[src/radio_cfg_consts.svh]
// Purpose: offsets, field positions, reset values of the radio config bank
// Assumes: 32-bit apb, word aligned registers
// Notes: definitions only
`ifndef RADIO_CFG_CONSTS_SVH
`define RADIO_CFG_CONSTS_SVH
`define OFS_TX_SELECT 12'h52c
`define OFS_RX_ENABLES 12'h530
`define OFS_CRC_SETUP 12'h534
`define OFS_CRC_POLY 12'h538
`define OFS_CRC_SEED 12'h53c
`define OFS_GAP 12'h544
`define OFS_RSSI 12'h548
`define OFS_STATE 12'h550
`define OFS_WHITE 12'h554
`define OFS_BCC 12'h560
`define CRC_LEN_LSB 0
`define CRC_LEN_MSB 1
`define CRC_SCOPE_LSB 8
`define CRC_SCOPE_MSB 9
`define WHITE_FIXED_BIT 6
`define RST_ZERO 32'h0000_0000
`define RST_WHITE 32'h0000_0040
`define POLY_MASK 32'h00ff_ffff
`endif

[src/radio_cfg_pkg.sv]
// Purpose: types of the radio config bank
// Assumes: nothing
// Notes: state codes encode the reported radio state
package radio_cfg_pkg;
	typedef enum logic [3:0] {
		ST_DISABLED = 4'h0,
		ST_RX_RU = 4'h1,
		ST_RX_IDLE = 4'h2,
		ST_RX = 4'h3,
		ST_RX_DIS = 4'h4,
		ST_TX_RU = 4'h9,
		ST_TX_IDLE = 4'ha,
		ST_TX = 4'hb,
		ST_TX_DIS = 4'hc
	} radio_state_type;
	typedef enum logic [1:0] {
		SCOPE_INCLUDE = 2'h0,
		SCOPE_SKIP = 2'h1,
		SCOPE_AFTER_LEN = 2'h2
	} crc_scope_type;
endpackage

[src/radio_cfg_regs.sv]
// Purpose: apb register bank for radio address, crc, whitening and state
// Assumes: core logic on same clock; state and rssi come from the radio core
// Notes: zero wait states, unmapped reads return zero with pslverr
//
// The APB slave port was chosen for this implementation.
`timescale 1ns/1ns
`include "radio_cfg_consts.svh"
module radio_cfg_regs (
	// clock and reset
	input wire logic CLK_I,
	input wire logic RST_N_I,
	// apb slave
	input wire logic PSEL_I,
	input wire logic PENABLE_I,
	input wire logic PWRITE_I,
	input wire logic [11:0] PADDR_I,
	input wire logic [31:0] PWDATA_I,
	output logic [31:0] PRDATA_O,
	output logic PREADY_O,
	output logic PSLVERR_O,
	// radio core status
	input wire radio_cfg_pkg::radio_state_type STATE_I,
	input wire logic [6:0] RSSI_I,
	input wire logic [2:0] BASE_LEN_I,
	// configuration to radio core
	output logic [2:0] TX_LOGICAL_SELECT_O,
	output logic [7:0] RX_LOGICAL_ENABLES_O,
	output logic [1:0] CRC_BYTE_COUNT_O,
	output logic CRC_ENABLE_O,
	output logic CRC_INCLUDE_ADDR_O,
	output logic CRC_AFTER_LENGTH_FIELD_O,
	output logic [23:0] CRC_POLYNOMIAL_O,
	output logic [23:0] CRC_SEED_O,
	output logic [9:0] INTERFRAME_GAP_US_O,
	output logic [6:0] WHITENING_LFSR_INIT_O,
	output logic [31:0] BIT_COUNT_COMPARE_O,
	output logic [2:0] ADDRESS_LENGTH_BYTES_O
);
	import radio_cfg_pkg::*;

	logic [2:0] tx_sel_q, tx_sel_d;
	logic [7:0] rx_en_q, rx_en_d;
	logic [1:0] crc_len_q, crc_len_d;
	logic [1:0] crc_scope_q, crc_scope_d;
	logic [23:0] poly_q, poly_d;
	logic [23:0] seed_q, seed_d;
	logic [9:0] gap_q, gap_d;
	logic [5:0] white_q, white_d;
	logic [31:0] bcc_q, bcc_d;
	logic [31:0] prdata_q, prdata_d;
	logic pready_q, pready_d;
	logic pslverr_q, pslverr_d;
	logic [6:0] rssi_q, rssi_d;
	radio_state_type state_q, state_d;
	logic [6:0] white_full;
	logic [6:0] white_next_full;
	logic [6:0] lfsr_next;
	logic [2:0] addr_len_q, addr_len_d;
	// derived crc and whitening controls
	logic crc_en_q, crc_en_d;
	logic incl_q, incl_d;
	logic after_len_q, after_len_d;
	logic [6:0] lfsr_q, lfsr_d;
	logic setup, wr, rd_req;
	logic mapped;
	// register selects
	logic sel_tx;
	logic sel_rx;
	logic sel_crc;
	logic sel_poly;
	logic sel_seed;
	logic sel_gap;
	logic sel_rssi;
	logic sel_state;
	logic sel_white;
	logic sel_bcc;

	assign setup = PSEL_I & ~PENABLE_I;
	assign wr = setup & PWRITE_I;
	assign rd_req = setup & ~PWRITE_I;
	assign white_full = {1'b1, white_q};
	assign white_next_full = {1'b1, white_d};

	genvar g;
	generate
		for (g = 0; g < 7; g++) begin : rev
			assign lfsr_next[6 - g] = white_next_full[g];
		end
	endgenerate

	// one select per mapped register
	always_comb begin
		sel_tx = 1'b0;
		sel_rx = 1'b0;
		sel_crc = 1'b0;
		sel_poly = 1'b0;
		sel_seed = 1'b0;
		sel_gap = 1'b0;
		sel_rssi = 1'b0;
		sel_state = 1'b0;
		sel_white = 1'b0;
		sel_bcc = 1'b0;
		case (PADDR_I)
			`OFS_TX_SELECT: sel_tx = 1'b1;
			`OFS_RX_ENABLES: sel_rx = 1'b1;
			`OFS_CRC_SETUP: sel_crc = 1'b1;
			`OFS_CRC_POLY: sel_poly = 1'b1;
			`OFS_CRC_SEED: sel_seed = 1'b1;
			`OFS_GAP: sel_gap = 1'b1;
			`OFS_RSSI: sel_rssi = 1'b1;
			`OFS_STATE: sel_state = 1'b1;
			`OFS_WHITE: sel_white = 1'b1;
			`OFS_BCC: sel_bcc = 1'b1;
			default: sel_tx = 1'b0;
		endcase
	end

	assign mapped = sel_tx | sel_rx | sel_crc | sel_poly | sel_seed | sel_gap | sel_rssi
		| sel_state | sel_white | sel_bcc;

	// configuration registers, next values
	always_comb begin
		tx_sel_d = tx_sel_q;
		rx_en_d = rx_en_q;
		crc_len_d = crc_len_q;
		crc_scope_d = crc_scope_q;
		poly_d = poly_q;
		seed_d = seed_q;
		gap_d = gap_q;
		white_d = white_q;
		bcc_d = bcc_q;
		if (wr) begin
			if (sel_tx) begin
				tx_sel_d = PWDATA_I[2:0];
			end
			if (sel_rx) begin
				rx_en_d = PWDATA_I[7:0];
			end
			if (sel_crc) begin
				crc_len_d = PWDATA_I[`CRC_LEN_MSB:`CRC_LEN_LSB];
				crc_scope_d = PWDATA_I[`CRC_SCOPE_MSB:`CRC_SCOPE_LSB];
			end
			if (sel_poly) begin
				poly_d = PWDATA_I[23:0];
			end
			if (sel_seed) begin
				seed_d = PWDATA_I[23:0];
			end
			if (sel_gap) begin
				gap_d = PWDATA_I[9:0];
			end
			if (sel_white) begin
				white_d = PWDATA_I[5:0];
			end
			if (sel_bcc) begin
				bcc_d = PWDATA_I;
			end
		end
	end

	always_ff @(posedge CLK_I) begin
		if (!RST_N_I) begin
			tx_sel_q <= 3'h0;
			rx_en_q <= 8'h00;
			crc_len_q <= 2'h0;
			crc_scope_q <= 2'h0;
			poly_q <= 24'h000000;
			seed_q <= 24'h000000;
			gap_q <= 10'h000;
			white_q <= 6'h00;
			bcc_q <= `RST_ZERO;
		end else begin
			tx_sel_q <= tx_sel_d;
			rx_en_q <= rx_en_d;
			crc_len_q <= crc_len_d;
			crc_scope_q <= crc_scope_d;
			poly_q <= poly_d;
			seed_q <= seed_d;
			gap_q <= gap_d;
			white_q <= white_d;
			bcc_q <= bcc_d;
		end
	end

	// sampled core status, next values
	always_comb begin
		rssi_d = RSSI_I;
		state_d = STATE_I;
		addr_len_d = BASE_LEN_I + 3'h1;
	end

	always_ff @(posedge CLK_I) begin
		if (!RST_N_I) begin
			rssi_q <= 7'h00;
			state_q <= ST_DISABLED;
			addr_len_q <= 3'h0;
		end else begin
			rssi_q <= rssi_d;
			state_q <= state_d;
			addr_len_q <= addr_len_d;
		end
	end

	// apb response, next values
	always_comb begin
		prdata_d = 32'h0000_0000;
		pready_d = setup;
		pslverr_d = setup & ~mapped;
		if (rd_req) begin
			case (PADDR_I)
				`OFS_TX_SELECT: prdata_d = {29'h0, tx_sel_q};
				`OFS_RX_ENABLES: prdata_d = {24'h0, rx_en_q};
				`OFS_CRC_SETUP: prdata_d = {22'h0, crc_scope_q, 6'h0, crc_len_q};
				`OFS_CRC_POLY: prdata_d = {8'h0, poly_q};
				`OFS_CRC_SEED: prdata_d = {8'h0, seed_q};
				`OFS_GAP: prdata_d = {22'h0, gap_q};
				`OFS_RSSI: prdata_d = {25'h0, rssi_q};
				`OFS_STATE: prdata_d = {28'h0, state_q};
				`OFS_WHITE: prdata_d = {25'h0, white_full};
				`OFS_BCC: prdata_d = bcc_q;
				default: prdata_d = 32'h0000_0000;
			endcase
		end
	end

	always_ff @(posedge CLK_I) begin
		if (!RST_N_I) begin
			prdata_q <= `RST_ZERO;
			pready_q <= 1'b0;
			pslverr_q <= 1'b0;
		end else begin
			prdata_q <= prdata_d;
			pready_q <= pready_d;
			pslverr_q <= pslverr_d;
		end
	end

	// derived controls follow the stored values on the same edge
	always_comb begin
		crc_en_d = (crc_len_d != 2'h0);
		incl_d = (crc_scope_d == SCOPE_INCLUDE);
		after_len_d = (crc_scope_d == SCOPE_AFTER_LEN);
		lfsr_d = lfsr_next;
	end

	always_ff @(posedge CLK_I) begin
		if (!RST_N_I) begin
			crc_en_q <= 1'b0;
			incl_q <= 1'b1;
			after_len_q <= 1'b0;
			lfsr_q <= 7'h01;
		end else begin
			crc_en_q <= crc_en_d;
			incl_q <= incl_d;
			after_len_q <= after_len_d;
			lfsr_q <= lfsr_d;
		end
	end

	assign PRDATA_O = prdata_q;
	assign PREADY_O = pready_q;
	assign PSLVERR_O = pslverr_q;
	assign TX_LOGICAL_SELECT_O = tx_sel_q;
	assign RX_LOGICAL_ENABLES_O = rx_en_q;
	assign CRC_BYTE_COUNT_O = crc_len_q;
	assign CRC_ENABLE_O = crc_en_q;
	assign CRC_INCLUDE_ADDR_O = incl_q;
	assign CRC_AFTER_LENGTH_FIELD_O = after_len_q;
	assign CRC_POLYNOMIAL_O = poly_q;
	assign CRC_SEED_O = seed_q;
	assign INTERFRAME_GAP_US_O = gap_q;
	assign WHITENING_LFSR_INIT_O = lfsr_q;
	assign BIT_COUNT_COMPARE_O = bcc_q;
	assign ADDRESS_LENGTH_BYTES_O = addr_len_q;
endmodule

[config.mk]
export PLATFORM = sky130hd
export DESIGN_NAME = radio_cfg_regs
export DESIGN_NICKNAME = d
export VERILOG_FILES = /design/src/radio_cfg_pkg.sv /design/src/radio_cfg_regs.sv
export VERILOG_INCLUDE_DIRS = /design/src /design/src/src
export SDC_FILE = /design/constraint.sdc
export NUM_CORES = 1
export LEC_CHECK = 0
export BUFFER_PORTS_ARGS = -buffer_cell sky130_fd_sc_hd__buf_2
export CAP_MARGIN = 10
export CORE_MARGIN = 2
export CORE_UTILIZATION = 45
export DETAILED_ROUTE_END_ITERATION = 7
export PLACE_DENSITY = 0.87
export SETUP_SLACK_MARGIN = 0.05
export SYNTH_ARGS = -nofsm -noshare
export SYNTH_HDL_FRONTEND = slang
export SYNTH_SLANG_ARGS = --single-unit
[constraint.sdc]
create_clock -name CLK_I -period 2.21 [get_ports CLK_I]
set_clock_uncertainty 0.15 [all_clocks]
set_input_delay 0.442 -clock CLK_I [delete_from_list [all_inputs] [get_ports CLK_I]]
set_output_delay 0.442 -clock CLK_I [all_outputs]
set_load 0.05 [all_outputs]
==> results.env <==
DIE_WIDTH_UM=126
WHS_PATH_DEPTH=2
TIMING.FINAL.HOLD_VIOLATIONS=0
CORE_REGION_AREA_UM2=14500
GRT_OVERFLOW=0
DIE_H_UM=126
PLACEDCELLCOUNT=1134
FIRSTDRTPASSITERS=6
LAYOUT_CELLS_SIZED_ABOVE_1_PCT=32.6
WL_PER_CELL_UM=18.6
NUMBER_OF_BUFFERS_INSERTED_BY_PORT_BUFFERING=211
FLOORPLAN.ROWS=44
ROUTE.ANTENNA.REMAINING_NETS=0
CLOCK-ROOT-BUFFER='clkbuf_16'
YOSYS.CELL_TYPES.COUNT=60
HOLD_CLASS='primary input to flop'
ROUTED-VIA-COUNT=6548
DETAIL_ROUTE.VIAS_PER_CELL=5.62
REG2REG_SLACK_NS=0.59
SYNTH.YOSYS.WARNINGS=0
HOLDWS_NS=0.0405
H-TREE-DEPTH=4
DRV_CAP=0
FINAL_CRITICAL_PATH_SETUP_SLACK_NS=0.286
PLACEMENT.SETUP.WORST_SLACK_NS=-0.0884
ANTENNADIODECOUNT=0
FINAL.FILL_COUNT=1210
CLOCK_LATENCY_NS=0.42
MAPPED_AVG_CELL_AREA_UM2=9.07
TIMING.RR.START='CRC_BYTE_COUNT_O[0]'
CLK_TRANSITION_REPORTED_PATHS_NS=0.06
HPWL_MM=15.3
DRC_VIOLATIONS=0
REG2REGPATHDEPTH=5
HOLD_BUFFERS=0
GRTUSAGETOTAL_PCT=27.1
GRT_FIRST_PASS_WIRELENGTH_MM=34.0
MAXSLEWVIOLCOUNT=0
SYNTH.AREA.TOP_CELLS='dfxtp_1 (49%), nand2_1 (12%), a21boi_0 (6.9%), mux2i_1 (4.2%), a21boi_1 (3.4%)'
DRT-INITIAL-DRC-COUNT=729
GRT_ANTENNA_BEFORE_REPAIR=0
FINISH.INSTANCE_AREA_UM2=8810
SYNTH_CELLS=735
FIN_TOTAL_PWR_mW=6.16
WORST_HOLD_STARTPOINT='BASE_LEN_I[0]'
CELLS_RESIZED_BY_POST_CTS_REPAIR=0
TRITONCTS='built'
CTS.SINKS=162
SYNTHESIS.NETS=799
DESIGN.FINAL.NETS=1033
FINALCOREUTILIZATION_PCT=60.8
PLACED_AREA_UM2=8230
SETUP_TNS_NS=0
CP.ARRIVAL_NS=2.11
FMAX_MHz=520
ENDPOINT_KIND='flop'
HOLD-PATH-ENDPOINT='ADDRESS_LENGTH_BYTES_O[0]'
LIBRARY_CELL_WITH_THE_LARGEST_SUMMED_AREA_AFTER_SYNTHESIS='dfxtp_1'
RUN_STATUS='complete, no violations'
AREA_GROWTH_SYN_TO_LAYOUT_PCT=32.1
IR_WORST_VDD_mV=0.489
PIN_COUNT=213
DETAIL_ROUTE.WIRELENGTH_MM=21.7
YS_DOMINANT_REG_CELL='dfxtp_1'
RSZ0062_AT_GRT='false'
NETLIST.AREA_LEADER.SHARE_PCT=48.6
SYNTH_EDF_COUNT=0
CRIT_FANOUT=13
SYNTH-ASYNC-RESET-RATIO_PCT=0
CRITICAL_PATH_REQUIRED_NS=2.40
PERIOD_NEEDED_NS=1.92
FINAL_CELLS=1165
LARGEST_NET_DEGREE_AT_THE_START_OF_GLOBAL_ROUTING=129
SETUP_VIOL=0
POWER_LEAKAGE_nW=3.86
PWR_DENSITY_CELL_nW_PER_UM2=700
ROUTABILITYCONGESTION=0.950
VIA_COUNT_OF_THE_FIRST_GLOBAL_ROUTING_PASS=6350
DESIGN.DIE.AREA_UM2=15800
CTS_MADE_BUFFERS=17
TIMING_WORST_SETUP_PATH_TYPE='primary input to flop'
WORSTREG2REGEND='PRDATA_O[0]'
SYNTH.FF_LATCH_COUNT=162
POST_SYNTH_INSTANCE_AREA_UM2=6670
CTS-ROOT-TO-SINK-BUFFERS=2
TIMING.CRITICAL_PATH.FROM_TYPE='primary input'
POST_CTS.REPAIR.SETUP_BUFFERS=0
MIN_PERIOD_OVER_PERIOD_PCT=87.1
STARTING_DENSITY_OF_THE_CORE_PCT=46.1
SEQUENTIAL_SHARE_OF_THE_SYNTHESIZED_AREA_PCT=48.6
[per-layer routing]
| metal | share of wire, % | GRT usage, % | up-vias |
|---|---|---|---|
| met3 | 9.2 | 6.80 | 77 |
| li1 | - | - | 2994 |
| met1 | 41 | 34.7 | 3092 |
| met5 | 0 | 0 | - |
| met4 | 3.2 | 12.2 | 0 |
| met2 | 47 | 43.5 | 385 |
[placed cells by master (no fill, tap or decap), types with 2 or more instances in the layout]
cell type / n
nor2b_1: 25
clkbuf_16: 17
a21boi_0: 61
buf_4: 50
mux2i_1: 28
a41oi_1: 4
nor4_4: 2
nand2_1: 205
buf_12: 7
nand4_1: 5
mux2_2: 7
nor4b_1: 2
buf_2: 211
clkinvlp_4: 3
clkinv_2: 3
bufinv_16: 2
a222oi_1: 14
nor2_1: 20
inv_1: 3
o21ai_0: 10
clkbuf_8: 3
a21boi_1: 30
nand3_1: 8
clkbuf_1: 2
and3b_1: 2
nor3_1: 6
nor3_2: 2
nand3b_1: 2
a32oi_1: 5
dfxtp_1: 162
and2_1: 20
a21oi_1: 11
nor3b_1: 3
and4bb_1: 2
and3_1: 10
a22oi_1: 4
nand4bb_1: 2
[cell type report]
cell class | count | area, um2 | area share [%]
inverter | 3 | 11.3 | 0.128
clock inverter | 9 | 106 | 1.21
tap | 184 | 230 | 2.61
multi-input combinational | 517 | 3170 | 36.0
sequential | 162 | 3240 | 36.8
clock buffer | 22 | 474 | 5.38
timing repair buffer | 268 | 1570 | 17.8
[logic make-up (layout without fill, tap and decap cells)]
group,after synthesis,after routing,share of synthesized area [%]
compound gates,148,148,16.8
simple gates,331,331,24.8
other cells,1,1,0.0562
fa+ha+maj,1,1,0.188
mux,35,35,5.39
xor+xnor,1,1,0.131
buf+inv,56,302,4.02
flops,162,162,48.6
[worst max path at each step]
stage / start / end / depth (start not counted)
after global routing: PADDR_I[0] / CRC_POLYNOMIAL_O[0] / 7
after global placement: PADDR_I[1] / CRC_SEED_O[8] / 8
after floorplan: PADDR_I[2] / CRC_POLYNOMIAL_O[10] / 8
final: PADDR_I[1] / CRC_SEED_O[2] / 8
after detailed placement: PADDR_I[1] / CRC_SEED_O[7] / 8
after CTS: PADDR_I[0] / CRC_POLYNOMIAL_O[0] / 7
[power by group]
part	switching, mW	leakage [nW]	total, mW	internal (mW)
Clock	1.17	0.278	2.91	1.74
Combinational	0.178	2.28	0.308	0.130
Sequential	0.00545	1.31	2.94	2.94
[worst max-delay path: stages]
cell and delay, ns:
buf_2 0.11, buf_4 0.15, nand4bb_1 0.29, nor4_4 0.41
and2_1 0.20, buf_4 0.23, nand2_1 0.08, a21boi_0 0.19
[cells in the mapped netlist (10+ instances only)]
| cell | instances |
|---|---|
| mux2i_1 | 28 |
| dfxtp_1 | 162 |
| nor2_1 | 20 |
| nor2b_1 | 25 |
| and3_1 | 10 |
| o21ai_0 | 10 |
| nand2_1 | 206 |
| a21boi_0 | 61 |
| clkbuf_1 | 30 |
| a21boi_1 | 30 |
| a21oi_1 | 11 |
| a222oi_1 | 14 |
| and2_1 | 19 |
| buf_2 | 10 |
[flip-flops by register name (all words and copies together) (netlist names)]
name                      cells
BIT_COUNT_COMPARE_O          32
PRDATA_O                     32
CRC_POLYNOMIAL_O             24
CRC_SEED_O                   24
INTERFRAME_GAP_US_O          10
RX_LOGICAL_ENABLES_O          8
rssi_q                        7
white_q                       5
state_q                       4
ADDRESS_LENGTH_BYTES_O        3
TX_LOGICAL_SELECT_O           3
CRC_BYTE_COUNT_O              2
crc_scope_q                   2
CRC_AFTER_LENGTH_FIELD_O      1
CRC_ENABLE_O                  1
CRC_INCLUDE_ADDR_O            1
PREADY_O                      1
PSLVERR_O                     1
WHITENING_LFSR_INIT_O         1
(Power assumes the default switching activity.)
